===== src/include/sfr_page_regs.vh =====
`ifndef SFR_PAGE_REGS_VH
`define SFR_PAGE_REGS_VH

// ----------------------------------------
// register addresses
// ----------------------------------------
`define SFR_ADDR_MAP_SELECT    8'h8F
`define SFR_ADDR_SYSTEM_CONTROL_PAGE_SELECT      8'hBF
`define SFR_SPACE_SIZE         256

// ----------------------------------------
// field positions and reset values
// ----------------------------------------
`define MAP_SELECT_BIT         0
`define MAP_SELECT_RESET       8'h00
`define MAP_SELECT_RESET_BIT   1'b0
`define PAGE_SLOTS             4
`define SYSTEM_CONTROL_PAGE_SELECT_RESET         8'h00
`define PAGE_FIELD_MSB         2
`define PAGE_FIELD_LSB         0
`define PAGE_RSVD_BIT          3
`define PAGE_STORAGE_NUMBER_MSB               5
`define PAGE_STORAGE_NUMBER_LSB               4
`define OP_MSB                 7
`define OP_LSB                 6
`define OP_STORE               2'h2
`define OP_RESTORE             2'h3

`endif


===== src/design/page_field.v =====
`timescale 1ns/1ps
`include "sfr_page_regs.vh"

// ----------------------------------------
// one module page register, page field only
// ----------------------------------------
module page_field #(
	parameter PAGE_W = 3
) (
	input  wire              i_clk_sys,
	input  wire              i_arst_n,
	input  wire              i_wr,
	input  wire [PAGE_W-1:0] i_wdata,
	input  wire              i_hw_load,
	input  wire [PAGE_W-1:0] i_hw_data,
	output reg  [PAGE_W-1:0] o_page
);

	always @(posedge i_clk_sys or negedge i_arst_n) begin
		if (!i_arst_n) begin
			o_page <= {PAGE_W{1'b0}};
		end else if (i_hw_load) begin
			o_page <= i_hw_data;
		end else if (i_wr) begin
			o_page <= i_wdata;
		end
	end

endmodule // page_field


===== src/design/sfr_page_address_extension.v =====
// Overview of operation
// 256 directly addressed SFRs, paged beyond
// paged selection comes from page field
// core writes page before paged access
// each module sizes own pages, registers
// core sets map bit and valid page
// map bit at 8F bit0, both areas
// system control decoded only when map=0
// BF page register: page, reserved, write-only
// map, address, page pick one target
`timescale 1ns/1ps
`include "sfr_page_regs.vh"

module sfr_page_address_extension (
	input  wire       i_clk_sys,
	input  wire       i_arst_n,
	input  wire       i_sfr_wr,
	input  wire       i_sfr_rd,
	input  wire [7:0] i_sfr_addr,
	input  wire [7:0] i_sfr_wdata,
	input  wire [7:0] i_periph_rdata,
	output reg  [7:0] o_sfr_rdata,
	output reg        o_map_select_bit,
	output reg  [2:0] o_module_page,
	output reg        o_periph_sel,
	output reg  [7:0] o_periph_addr
);

	// ----------------------------------------
	// internal state and decode nets
	// ----------------------------------------
	localparam SLOTS = `PAGE_SLOTS;

	reg        map_sel;
	reg        next_map_sel;
	reg  [2:0] stored_page [0:SLOTS-1];
	reg  [7:0] next_rdata;
	reg  [7:0] next_sfr_rdata;
	reg        next_periph_sel;
	wire [2:0] page;
	wire       acc_any;
	wire       hit_map;
	wire       hit_page;
	wire       claimed;
	wire       map_wr;
	wire       page_wr;
	wire [1:0] op_field;
	wire [1:0] page_storage_number;
	wire [2:0] page_wdata;
	wire       do_store;
	wire       do_restore;
	wire [2:0] restore_page;
	integer    k;

	// ----------------------------------------
	// address decode
	// ----------------------------------------
	assign acc_any  = i_sfr_rd || i_sfr_wr;
	// map register answers in either area
	assign hit_map  = (i_sfr_addr == `SFR_ADDR_MAP_SELECT);
	// page register only seen in the standard area
	assign hit_page = (i_sfr_addr == `SFR_ADDR_SYSTEM_CONTROL_PAGE_SELECT)
		&& !map_sel;
	assign claimed  = hit_map || hit_page;
	assign map_wr   = i_sfr_wr && hit_map;
	assign page_wr  = i_sfr_wr && hit_page;

	// ----------------------------------------
	// page register write fields
	// ----------------------------------------
	assign op_field     = i_sfr_wdata[`OP_MSB:`OP_LSB];
	assign page_storage_number         = i_sfr_wdata[`PAGE_STORAGE_NUMBER_MSB:`PAGE_STORAGE_NUMBER_LSB];
	assign page_wdata   = i_sfr_wdata[`PAGE_FIELD_MSB:`PAGE_FIELD_LSB];
	assign do_store     = page_wr && (op_field == `OP_STORE);
	assign do_restore   = page_wr && (op_field == `OP_RESTORE);
	// storage number picks one of the slots
	assign restore_page = stored_page[page_storage_number];

	// ----------------------------------------
	// map-select register
	// ----------------------------------------
	always @* begin
		next_map_sel = map_sel;
		if (map_wr) begin
			next_map_sel = i_sfr_wdata[`MAP_SELECT_BIT];
		end
	end

	always @(posedge i_clk_sys or negedge i_arst_n) begin
		if (!i_arst_n) begin
			map_sel <= `MAP_SELECT_RESET_BIT;
		end else begin
			map_sel <= next_map_sel;
		end
	end

	// ----------------------------------------
	// system control page field
	// ----------------------------------------
	// restore wins over the plain write of the same access
	page_field #(.PAGE_W(3)) u_page (
		.i_clk_sys (i_clk_sys),
		.i_arst_n  (i_arst_n),
		.i_wr      (page_wr),
		.i_wdata   (page_wdata),
		.i_hw_load (do_restore),
		.i_hw_data (restore_page),
		.o_page    (page)
	);

	// ----------------------------------------
	// store slots for the page field
	// ----------------------------------------
	always @(posedge i_clk_sys or negedge i_arst_n) begin
		if (!i_arst_n) begin
			for (k = 0; k < SLOTS; k = k + 1) begin
				stored_page[k] <= 3'h0;
			end
		end else if (do_store) begin
			// slot takes the page from before this write
			stored_page[page_storage_number] <= page;
		end
	end

	// ----------------------------------------
	// read data select
	// ----------------------------------------
	always @* begin
		case (i_sfr_addr)
			`SFR_ADDR_MAP_SELECT: begin
				next_rdata = {7'h00, map_sel};
			end
			`SFR_ADDR_SYSTEM_CONTROL_PAGE_SELECT: begin
				if (map_sel) begin
					next_rdata = i_periph_rdata;
				end else begin
					// op, storage number and reserved bit read zero
					next_rdata = {5'h00, page};
				end
			end
			default: begin
				next_rdata = i_periph_rdata;
			end
		endcase
	end

	always @* begin
		next_sfr_rdata = 8'h00;
		if (i_sfr_rd) begin
			next_sfr_rdata = next_rdata;
		end
	end

	// ----------------------------------------
	// target select
	// ----------------------------------------
	// one target only: here or the paged peripherals
	always @* begin
		next_periph_sel = acc_any && !claimed;
	end

	// ----------------------------------------
	// read data output
	// ----------------------------------------
	// held at zero between reads, no stale data
	always @(posedge i_clk_sys or negedge i_arst_n) begin
		if (!i_arst_n) begin
			o_sfr_rdata <= 8'h00;
		end else begin
			o_sfr_rdata <= next_sfr_rdata;
		end
	end

	// ----------------------------------------
	// map bit output
	// ----------------------------------------
	// lets paged modules follow the area select
	always @(posedge i_clk_sys or negedge i_arst_n) begin
		if (!i_arst_n) begin
			o_map_select_bit <= 1'b0;
		end else begin
			o_map_select_bit <= map_sel;
		end
	end

	// ----------------------------------------
	// module page output
	// ----------------------------------------
	// paged modules pick their bank from this copy
	always @(posedge i_clk_sys or negedge i_arst_n) begin
		if (!i_arst_n) begin
			o_module_page <= 3'h0;
		end else begin
			o_module_page <= page;
		end
	end

	// ----------------------------------------
	// target select output
	// ----------------------------------------
	// high for an access routed to the paged modules
	always @(posedge i_clk_sys or negedge i_arst_n) begin
		if (!i_arst_n) begin
			o_periph_sel <= 1'b0;
		end else begin
			o_periph_sel <= next_periph_sel;
		end
	end

	// ----------------------------------------
	// address output
	// ----------------------------------------
	// full 256-entry address passed on
	always @(posedge i_clk_sys or negedge i_arst_n) begin
		if (!i_arst_n) begin
			o_periph_addr <= 8'h00;
		end else begin
			o_periph_addr <= i_sfr_addr;
		end
	end

endmodule // sfr_page_address_extension


===== config.mk =====
export PLATFORM = sky130hd
export DESIGN_NAME = sfr_page_address_extension
export DESIGN_NICKNAME = d
export VERILOG_FILES = /design/src/design/page_field.v /design/src/design/sfr_page_address_extension.v
export VERILOG_INCLUDE_DIRS = /design/src /design/src/include
export SDC_FILE = /design/constraint.sdc
export NUM_CORES = 1
export LEC_CHECK = 0
export BUFFER_PORTS_ARGS = -buffer_cell sky130_fd_sc_hd__buf_2
export CORE_ASPECT_RATIO = 1.4
export CORE_MARGIN = 5
export CORE_UTILIZATION = 44
export DETAILED_ROUTE_END_ITERATION = 7
export PLACE_DENSITY = 0.81
export SYNTH_ARGS = -nofsm -noshare
export SYNTH_HDL_FRONTEND = slang
export SYNTH_SLANG_ARGS = --single-unit

===== constraint.sdc =====
create_clock -name i_clk_sys -period 1.73 [get_ports i_clk_sys]
set_clock_uncertainty 0.2 [all_clocks]
set_input_delay 0.2595 -clock i_clk_sys [delete_from_list [all_inputs] [get_ports i_clk_sys]]
set_output_delay 0.2595 -clock i_clk_sys [all_outputs]
set_load 0.1 [all_outputs]

==> results of run 1 <==
-- power breakdown --
part | switching, mW | internal [mW] | leakage, nW
combinational | 0.272 | 0.0850 | 0.513
clock | 0.293 | 0.572 | 0.0681
sequential | 0.0150 | 0.894 | 0.485
-- worst max path at each step --
stage / slack (ns) / start / endpoint / cells after the start
finish: 0.07 / map_sel / stored_page[7] / 4
global route: 0.02 / map_sel / stored_page[8] / 4
CTS: 0.04 / map_sel / o_sfr_rdata[2] / 4
detailed placement: -0.10 / i_sfr_addr[6] / stored_page[3] / 6
global placement: -0.06 / i_sfr_addr[6] / stored_page[3] / 6
floorplan: -0.03 / i_sfr_addr[6] / stored_page[10] / 4
-- synth_stat cells --
master	instances
nor2b_1	2
nand2_1	8
nand4b_1	2
a211oi_1	1
buf_6	1
a22oi_1	2
and3b_1	1
nor2_1	4
a21oi_1	2
mux2_2	17
nor3_1	3
nor3b_1	1
dfrtp_1	37
buf_4	1
o2111a_1	1
and3_1	5
o311ai_0	2
nor4_4	1
mux2i_1	4
nand4_1	3
o21ai_0	1
o2111ai_1	1
and4b_2	1
a31oi_1	1
nand4b_4	1
and4bb_2	1
o21bai_1	1
-- sequential cells by signal, summed over array words and instances, names as in the netlist --
| name | count |
|---|---|
| stored_page | 12 |
| o_periph_addr | 8 |
| o_sfr_rdata | 8 |
| o_module_page | 3 |
| u_page.o_page | 3 |
| map_sel | 1 |
| o_map_select_bit | 1 |
| o_periph_sel | 1 |
-- kinds of logic (layout without fill, tap and decap cells) --
family | count (synthesis) | count (layout) | synth area share [%]
and+or+nand+nor | 33 | 33 | 15.1
muxes | 21 | 21 | 15.5
AOI/OAI and AO/OA | 12 | 12 | 5.96
buffers and inverters | 2 | 74 | 1.26
DFF | 37 | 37 | 62.1
-- worst max-delay path, cell delays in order (launching register included) --
cell and delay [ns]:
dfrtp_1 0.44, nor4_4 0.18, buf_4 0.18, nand4b_1 0.21, mux2_2 0.34
-- routing by layer --
metal | up-vias | routed length, um | GRT usage (%)
met5 | - | 0 | 0
met3 | 6 | 302 | 4.07
met2 | 46 | 1890 | 28.1
met4 | 0 | 53 | 6.12
li1 | 537 | - | -
met1 | 571 | 1220 | 17.8
-- stage by stage --
step / TNS, ns / area [um^2]
4_1_cts: 0 / 2050
5_1_grt: 0 / 2060
3_3_place_gp: -0.661 / 1840
3_5_place_dp: -1.03 / 1840
6_report: 0 / 2060
2_1_floorplan: -0.103 / 1490
-- area by class of cell --
cell class,instances,area share (%)
flip-flops and latches,37,45.0
clock buffers,5,3.34
clock inverters,3,3.16
multi-input cells,66,26.8
well taps,40,2.43
repair buffers,66,19.3
-- what timing repair did --
action / in CTS / in global routing
hold endpoints to repair: 44 / 0
resized for setup: 0 / 1
buffers inserted: 0 / 0
setup endpoints to repair: 0 / 3
hold buffers: 8 / 0
==> key figures, run 1 <==
Status
  – Outcome: finished clean

Yosys
  – Register area share after synthesis: 62.1%
  – Top cell type's share of synthesized area: 62.1%
  – Largest area contributor in the netlist: dfrtp_1
  – Synth Cell Area: 1490 um^2
  – Area contributors post-synth: dfrtp_1, mux2_2, mux2i_1
  – Post-Syn Nets: 133
  – Syn avg cell area: 14.2 um^2
  – #FFs+latches synth: 37
  – Netlist cell types: 27
  – Syn Inst Count: 105
  – Synth warn: 0

Final layout
  – Multi-input gate area: 552 um^2
  – Most common cell after layout, fill and taps aside: buf_2
  – Non-filler cells, final: 217
  – Most frequent cells in the layout: buf_2, dfrtp_1, mux2_2, buf_4
  – Ant. Diodes: 0
  – FILL cells: 258
  – FF/Latch Area: 926 um^2
  – Layout Utilization: 62.1%
  – Share of layout cells above drive strength 1: 49.7%
  – Area Overhead vs Synth: 38.2%
  – Nets: 204

Hold path
  – Hold Path Origin: i_periph_rdata[3]
  – WHS Endpoint: o_sfr_rdata[3]
  – Hold crit path type: in -> reg
  – Hold path depth: 2

Drt
  – Via count: 1160
  – 1st-iter DRT viols: 34
  – Routed WL: 3.46 mm
  – Final ANT Viol Nets: 0
  – Via density per instance: 5.35
  – Routed wire per std cell: 15.9 um
  – Residual DRC: 0
  – Drt pass-1 iters: 4

Timing
  – Minimum clock period: 1.66 ns
  – Worst-Margin Slew: 0.497 ns
  – Unrepaired setup endpoints after global routing: no
  – Worst rel slew slack: 67.1%
  – Max-slew violations: 0
  – Hold Fails Final Rpt: 0
  – Worst setup margin: 0.0713 ns
  – Final setup vio count: 0
  – Final worst path period share: 95.9%
  – Hold slack: 0.0158 ns
  – Max Fclk: 603 MHz

Placed design
  – Dpl cells: 201
  – IO Port Bufs: 47
  – Post-DP HPWL: 2.48 mm
  – Pre-CTS setup slack: -0.102 ns
  – GP Congestion: 0.765

Die
  – Die width: 59.2 um
  – Starting density of the core: 44.9%
  – Overall die area: 4670 um^2
  – Core area: 3320 um^2
  – Die Height: 78.9 um
  – Row count: 25
  – Top Ports: 49

Critical path
  – Worst EP required: 1.70 ns
  – Worst Setup Path Type: reg -> reg
  – Worst Path Arrival: 1.63 ns
  – CP endpoint kind: flop
  – Reg2reg end: stored_page[7]
  – Crit-path max FO: 5
  – R2R Setup Slk: 0.07 ns
  – Reg2reg start: map_sel
  – Startpoint types: flop
  – R2R cell count: 4

GRT
  – Initial antenna violation count: 0
  – Global-route wire length before repair: 5.59 mm
  – Largest net degree at the start of global routing: 38
  – GRT overflow: 0
  – Number of global-route vias before repair: 1193
  – Global Route Usage Sum: 15.9%

Clock tree
  – Clock sink total: 37
  – TritonCTS buffer count: 5
  – H-tree depth: 2
  – Clock buffer depth: 2
  – CTS tree: done
  – Reg clk slew, reported paths: 0.07 ns
  – Clk root buf: clkbuf_8
  – Worst skew pair latency: 0.28 ns

Job
  – Max cap viols: 0

Pwr
  – Peak supply drop: 0.899 mV
  – Power density over cell area: 1030 nW/um^2
  – P_leak: 1.07 nW
  – Final Power: 2.13 mW
Power figures use the tool's default switching activity.
==> inputs of run 2 (changes only) <==
--- a/config.mk
+++ b/config.mk
@@ -8,7 +8,6 @@
 export LEC_CHECK = 0
 export BUFFER_PORTS_ARGS = -buffer_cell sky130_fd_sc_hd__buf_2
 export CORE_ASPECT_RATIO = 1.4
-export CORE_MARGIN = 5
 export CORE_UTILIZATION = 44
 export DETAILED_ROUTE_END_ITERATION = 7
 export PLACE_DENSITY = 0.81
==> key figures, run 2 (synthesis gave the netlist of run 1 again) <==
Pwr
  – Power density over cell area: 1050 nW/um^2 (+1.4%)
  – Share of power burned in registers: 42.6% (about the same)
  – Switching Share: 27.5% (+0.27 points)
  – Clk pwr share: 40.8% (+0.2 points)
  – Peak supply drop: 0.835 mV (-7.1%)
  – P_leak: 1.06 nW (-0.79%)
  – Net Switching: 0.587 mW (+1.2%)
  – P_int: 1.55 mW (-0.18%)
  – Comb pwr share: 16.6% (-0.2 points)

Clock tree
  – Total setup buffers inserted after CTS: 0 (unchanged)
  – CTS tree: done
  – Clk root buf: clkbuf_8
  – Worst skew pair latency: 0.29 ns (about the same)
  – Clock sink total: 37 (unchanged)
  – H-tree depth: 2 (unchanged)
  – Clock buffer depth: 2 (unchanged)
  – TritonCTS buffer count: 5 (unchanged)
  – Reg clk slew, reported paths: 0.07 ns (about the same)

Final layout
  – Nets: 202 (-0.98%)
  – Max reg flops: 12 (unchanged)
  – FF/Latch Area: 927 um^2 (+0.14%)
  – Layout Utilization: 63.9% (+1.8 points)
  – Share of layout cells above drive strength 1: 52.0% (+2.3 points)
  – Most common cell after layout, fill and taps aside: buf_2
  – Biggest regs: stored_page: 12 flops, o_periph_addr: 8 flops, o_sfr_rdata: 8 flops
  – Top reg by flops: stored_page
  – Non-filler cells, final: 214 (-1.4%)
  – Multi-input gate area: 552 um^2 (unchanged)
  – Most frequent cells in the layout: buf_2, dfrtp_1, mux2_2, buf_4, nand2_1
  – Area Overhead vs Synth: 36.5%
  – Final Instance Area: 2030 um^2 (-1.2%)
  – FILL cells: 249 (-3.5%)
  – Ant. Diodes: 0 (unchanged)

Die
  – Die Height: 70.9 um (-10%)
  – Row count: 24 (-4.0%)
  – Starting density of the core: 46.8% (+1.9 points)
  – Top Ports: 49 (unchanged)
  – Die width: 51.2 um (-14%)
  – Core area: 3180 um^2 (-4.0%)
  – Overall die area: 3630 um^2 (-22%)

Critical path
  – Crit-path max FO: 5 (unchanged)
  – Startpoint types: flop
  – R2R Setup Slk: 0.04 ns (-0.03 ns)
  – Worst EP required: 1.70 ns (about the same)
  – Reg2reg start: map_sel
  – Worst Path Arrival: 1.66 ns (+0.03 ns)
  – Worst Setup Path Type: reg -> reg
  – CP endpoint kind: flop
  – Reg2reg end: stored_page[0]
  – R2R cell count: 4 (unchanged)

GRT
  – Initial antenna violation count: 0 (unchanged)
  – Number of global-route vias before repair: 1206 (+1.1%)
  – Global-route wire length before repair: 5.66 mm (+1.3%)
  – Global Route Usage Sum: 21.7% (+5.8 points)
  – GRT overflow: 0 (unchanged)
  – Largest net degree at the start of global routing: 38 (unchanged)

Placed design
  – Dpl cells: 202 (+0.50%)
  – GP Congestion: 0.775 (+1.3%)
  – IO Port Bufs: 47 (unchanged)
  – DP Area: 1850 um^2 (+0.75%)
  – Post-DP HPWL: 2.46 mm (-0.83%)

Drt
  – Routed wire per std cell: 16.0 um (+0.35%)
  – Drt pass-1 iters: 4 (unchanged)
  – Routed WL: 3.43 mm (-1.0%)
  – Via density per instance: 5.50 (+2.8%)
  – Via count: 1176 (+1.4%)
  – Residual DRC: 0 (unchanged)
  – Final ANT Viol Nets: 0 (unchanged)
  – 1st-iter DRT viols: 19 (-44%)

Hold path
  – Hold crit path type: in -> reg
  – Hold Path Origin: i_periph_rdata[5]
  – WHS Endpoint: o_sfr_rdata[5]
  – Hold path depth: 2 (unchanged)

Timing
  – Max-slew violations: 0 (unchanged)
  – Minimum clock period: 1.69 ns (+0.0299 ns)
  – Final setup vio count: 0 (unchanged)
  – Hold Fails Final Rpt: 0 (unchanged)
  – Worst-Margin Slew: 0.491 ns (-0.00531 ns)
  – Max Fclk: 592 MHz (-1.8%)
  – Worst rel slew slack: 67.5% (+0.35 points)
  – Final worst path period share: 97.6% (+1.7 points)
  – Unrepaired setup endpoints after global routing: yes

Job
  – Max cap viols: 0 (unchanged)

Status
  – Outcome: finished clean
[run 2: cell count changes in the layout (fill, tap and decap cells not counted)]
cell,change
dlygate4sd3_1,-4
buf_4,+2
dfrtp_1,-1
dfrtp_2,+1
[run 2: what timing repair did]
item	in CTS	in global routing
resized for setup	1	1
setup endpoints to repair	2	3
endpoints found under the hold margin	40	0
hold buffers	4	0
[run 2: how the worst max path moves through the flow]
stage | from | slack (ns) | endpoint | cells past startpoint
floorplan | i_sfr_addr[6] | -0.03 | stored_page[10] | 4
global placement | i_sfr_addr[6] | -0.12 | stored_page[4] | 6
detailed placement | i_sfr_addr[6] | -0.15 | stored_page[0] | 6
CTS | map_sel | 0.04 | stored_page[1] | 4
global route | map_sel | -0.005 | stored_page[0] | 4
finish | map_sel | 0.04 | stored_page[0] | 4
[run 2: power by group through the flow]
stage	clock network [mW]	logic (mW)	registers, mW
2_1_floorplan	0	0.0453	1.11
3_3_place_gp	0	0.339	0.923
3_5_place_dp	0	0.346	0.926
4_1_cts	0.890	0.356	0.909
5_1_grt	0.924	0.372	0.913
6_report	0.871	0.355	0.909
[run 2: layer usage]
metal	track usage, %	vias to the layer above	wire, um
met5	0	-	0
met4	13.3	0	129
met3	5.16	10	218
met2	37.3	58	1830
met1	23.4	581	1250
li1	-	527	-
[run 2: worst max-delay path, cell delays in order, from the launching register on]
cell,delay [ns]
dfrtp_2,0.44
nor4_4,0.18
buf_4,0.17
nand4_1,0.23
mux2_2,0.35
[run 2: layout make-up]
| cell class | instances | share of cell area [%] |
|---|---|---|
| Sequential cell | 37 | 45.6 |
| Multi-Input combinational cell | 66 | 27.1 |
| Timing Repair Buffer | 64 | 18.3 |
| Clock buffer | 5 | 3.38 |
| Clock inverter | 3 | 3.20 |
| Tap cell | 39 | 2.40 |
[run 2: through the flow]
step | TNS (ns) | hold WS [ns] | total power, mW | setup WS [ns]
2_1_floorplan | -0.103 | -0.236 | 1.16 | -0.0342
3_3_place_gp | -1.38 | 0.111 | 1.26 | -0.120
3_5_place_dp | -1.53 | 0.130 | 1.27 | -0.154
4_1_cts | 0 | 0.00166 | 2.15 | 0.0418
5_1_grt | -0.00633 | 0.00882 | 2.21 | -0.00461
6_report | 0 | 0.0109 | 2.14 | 0.0414
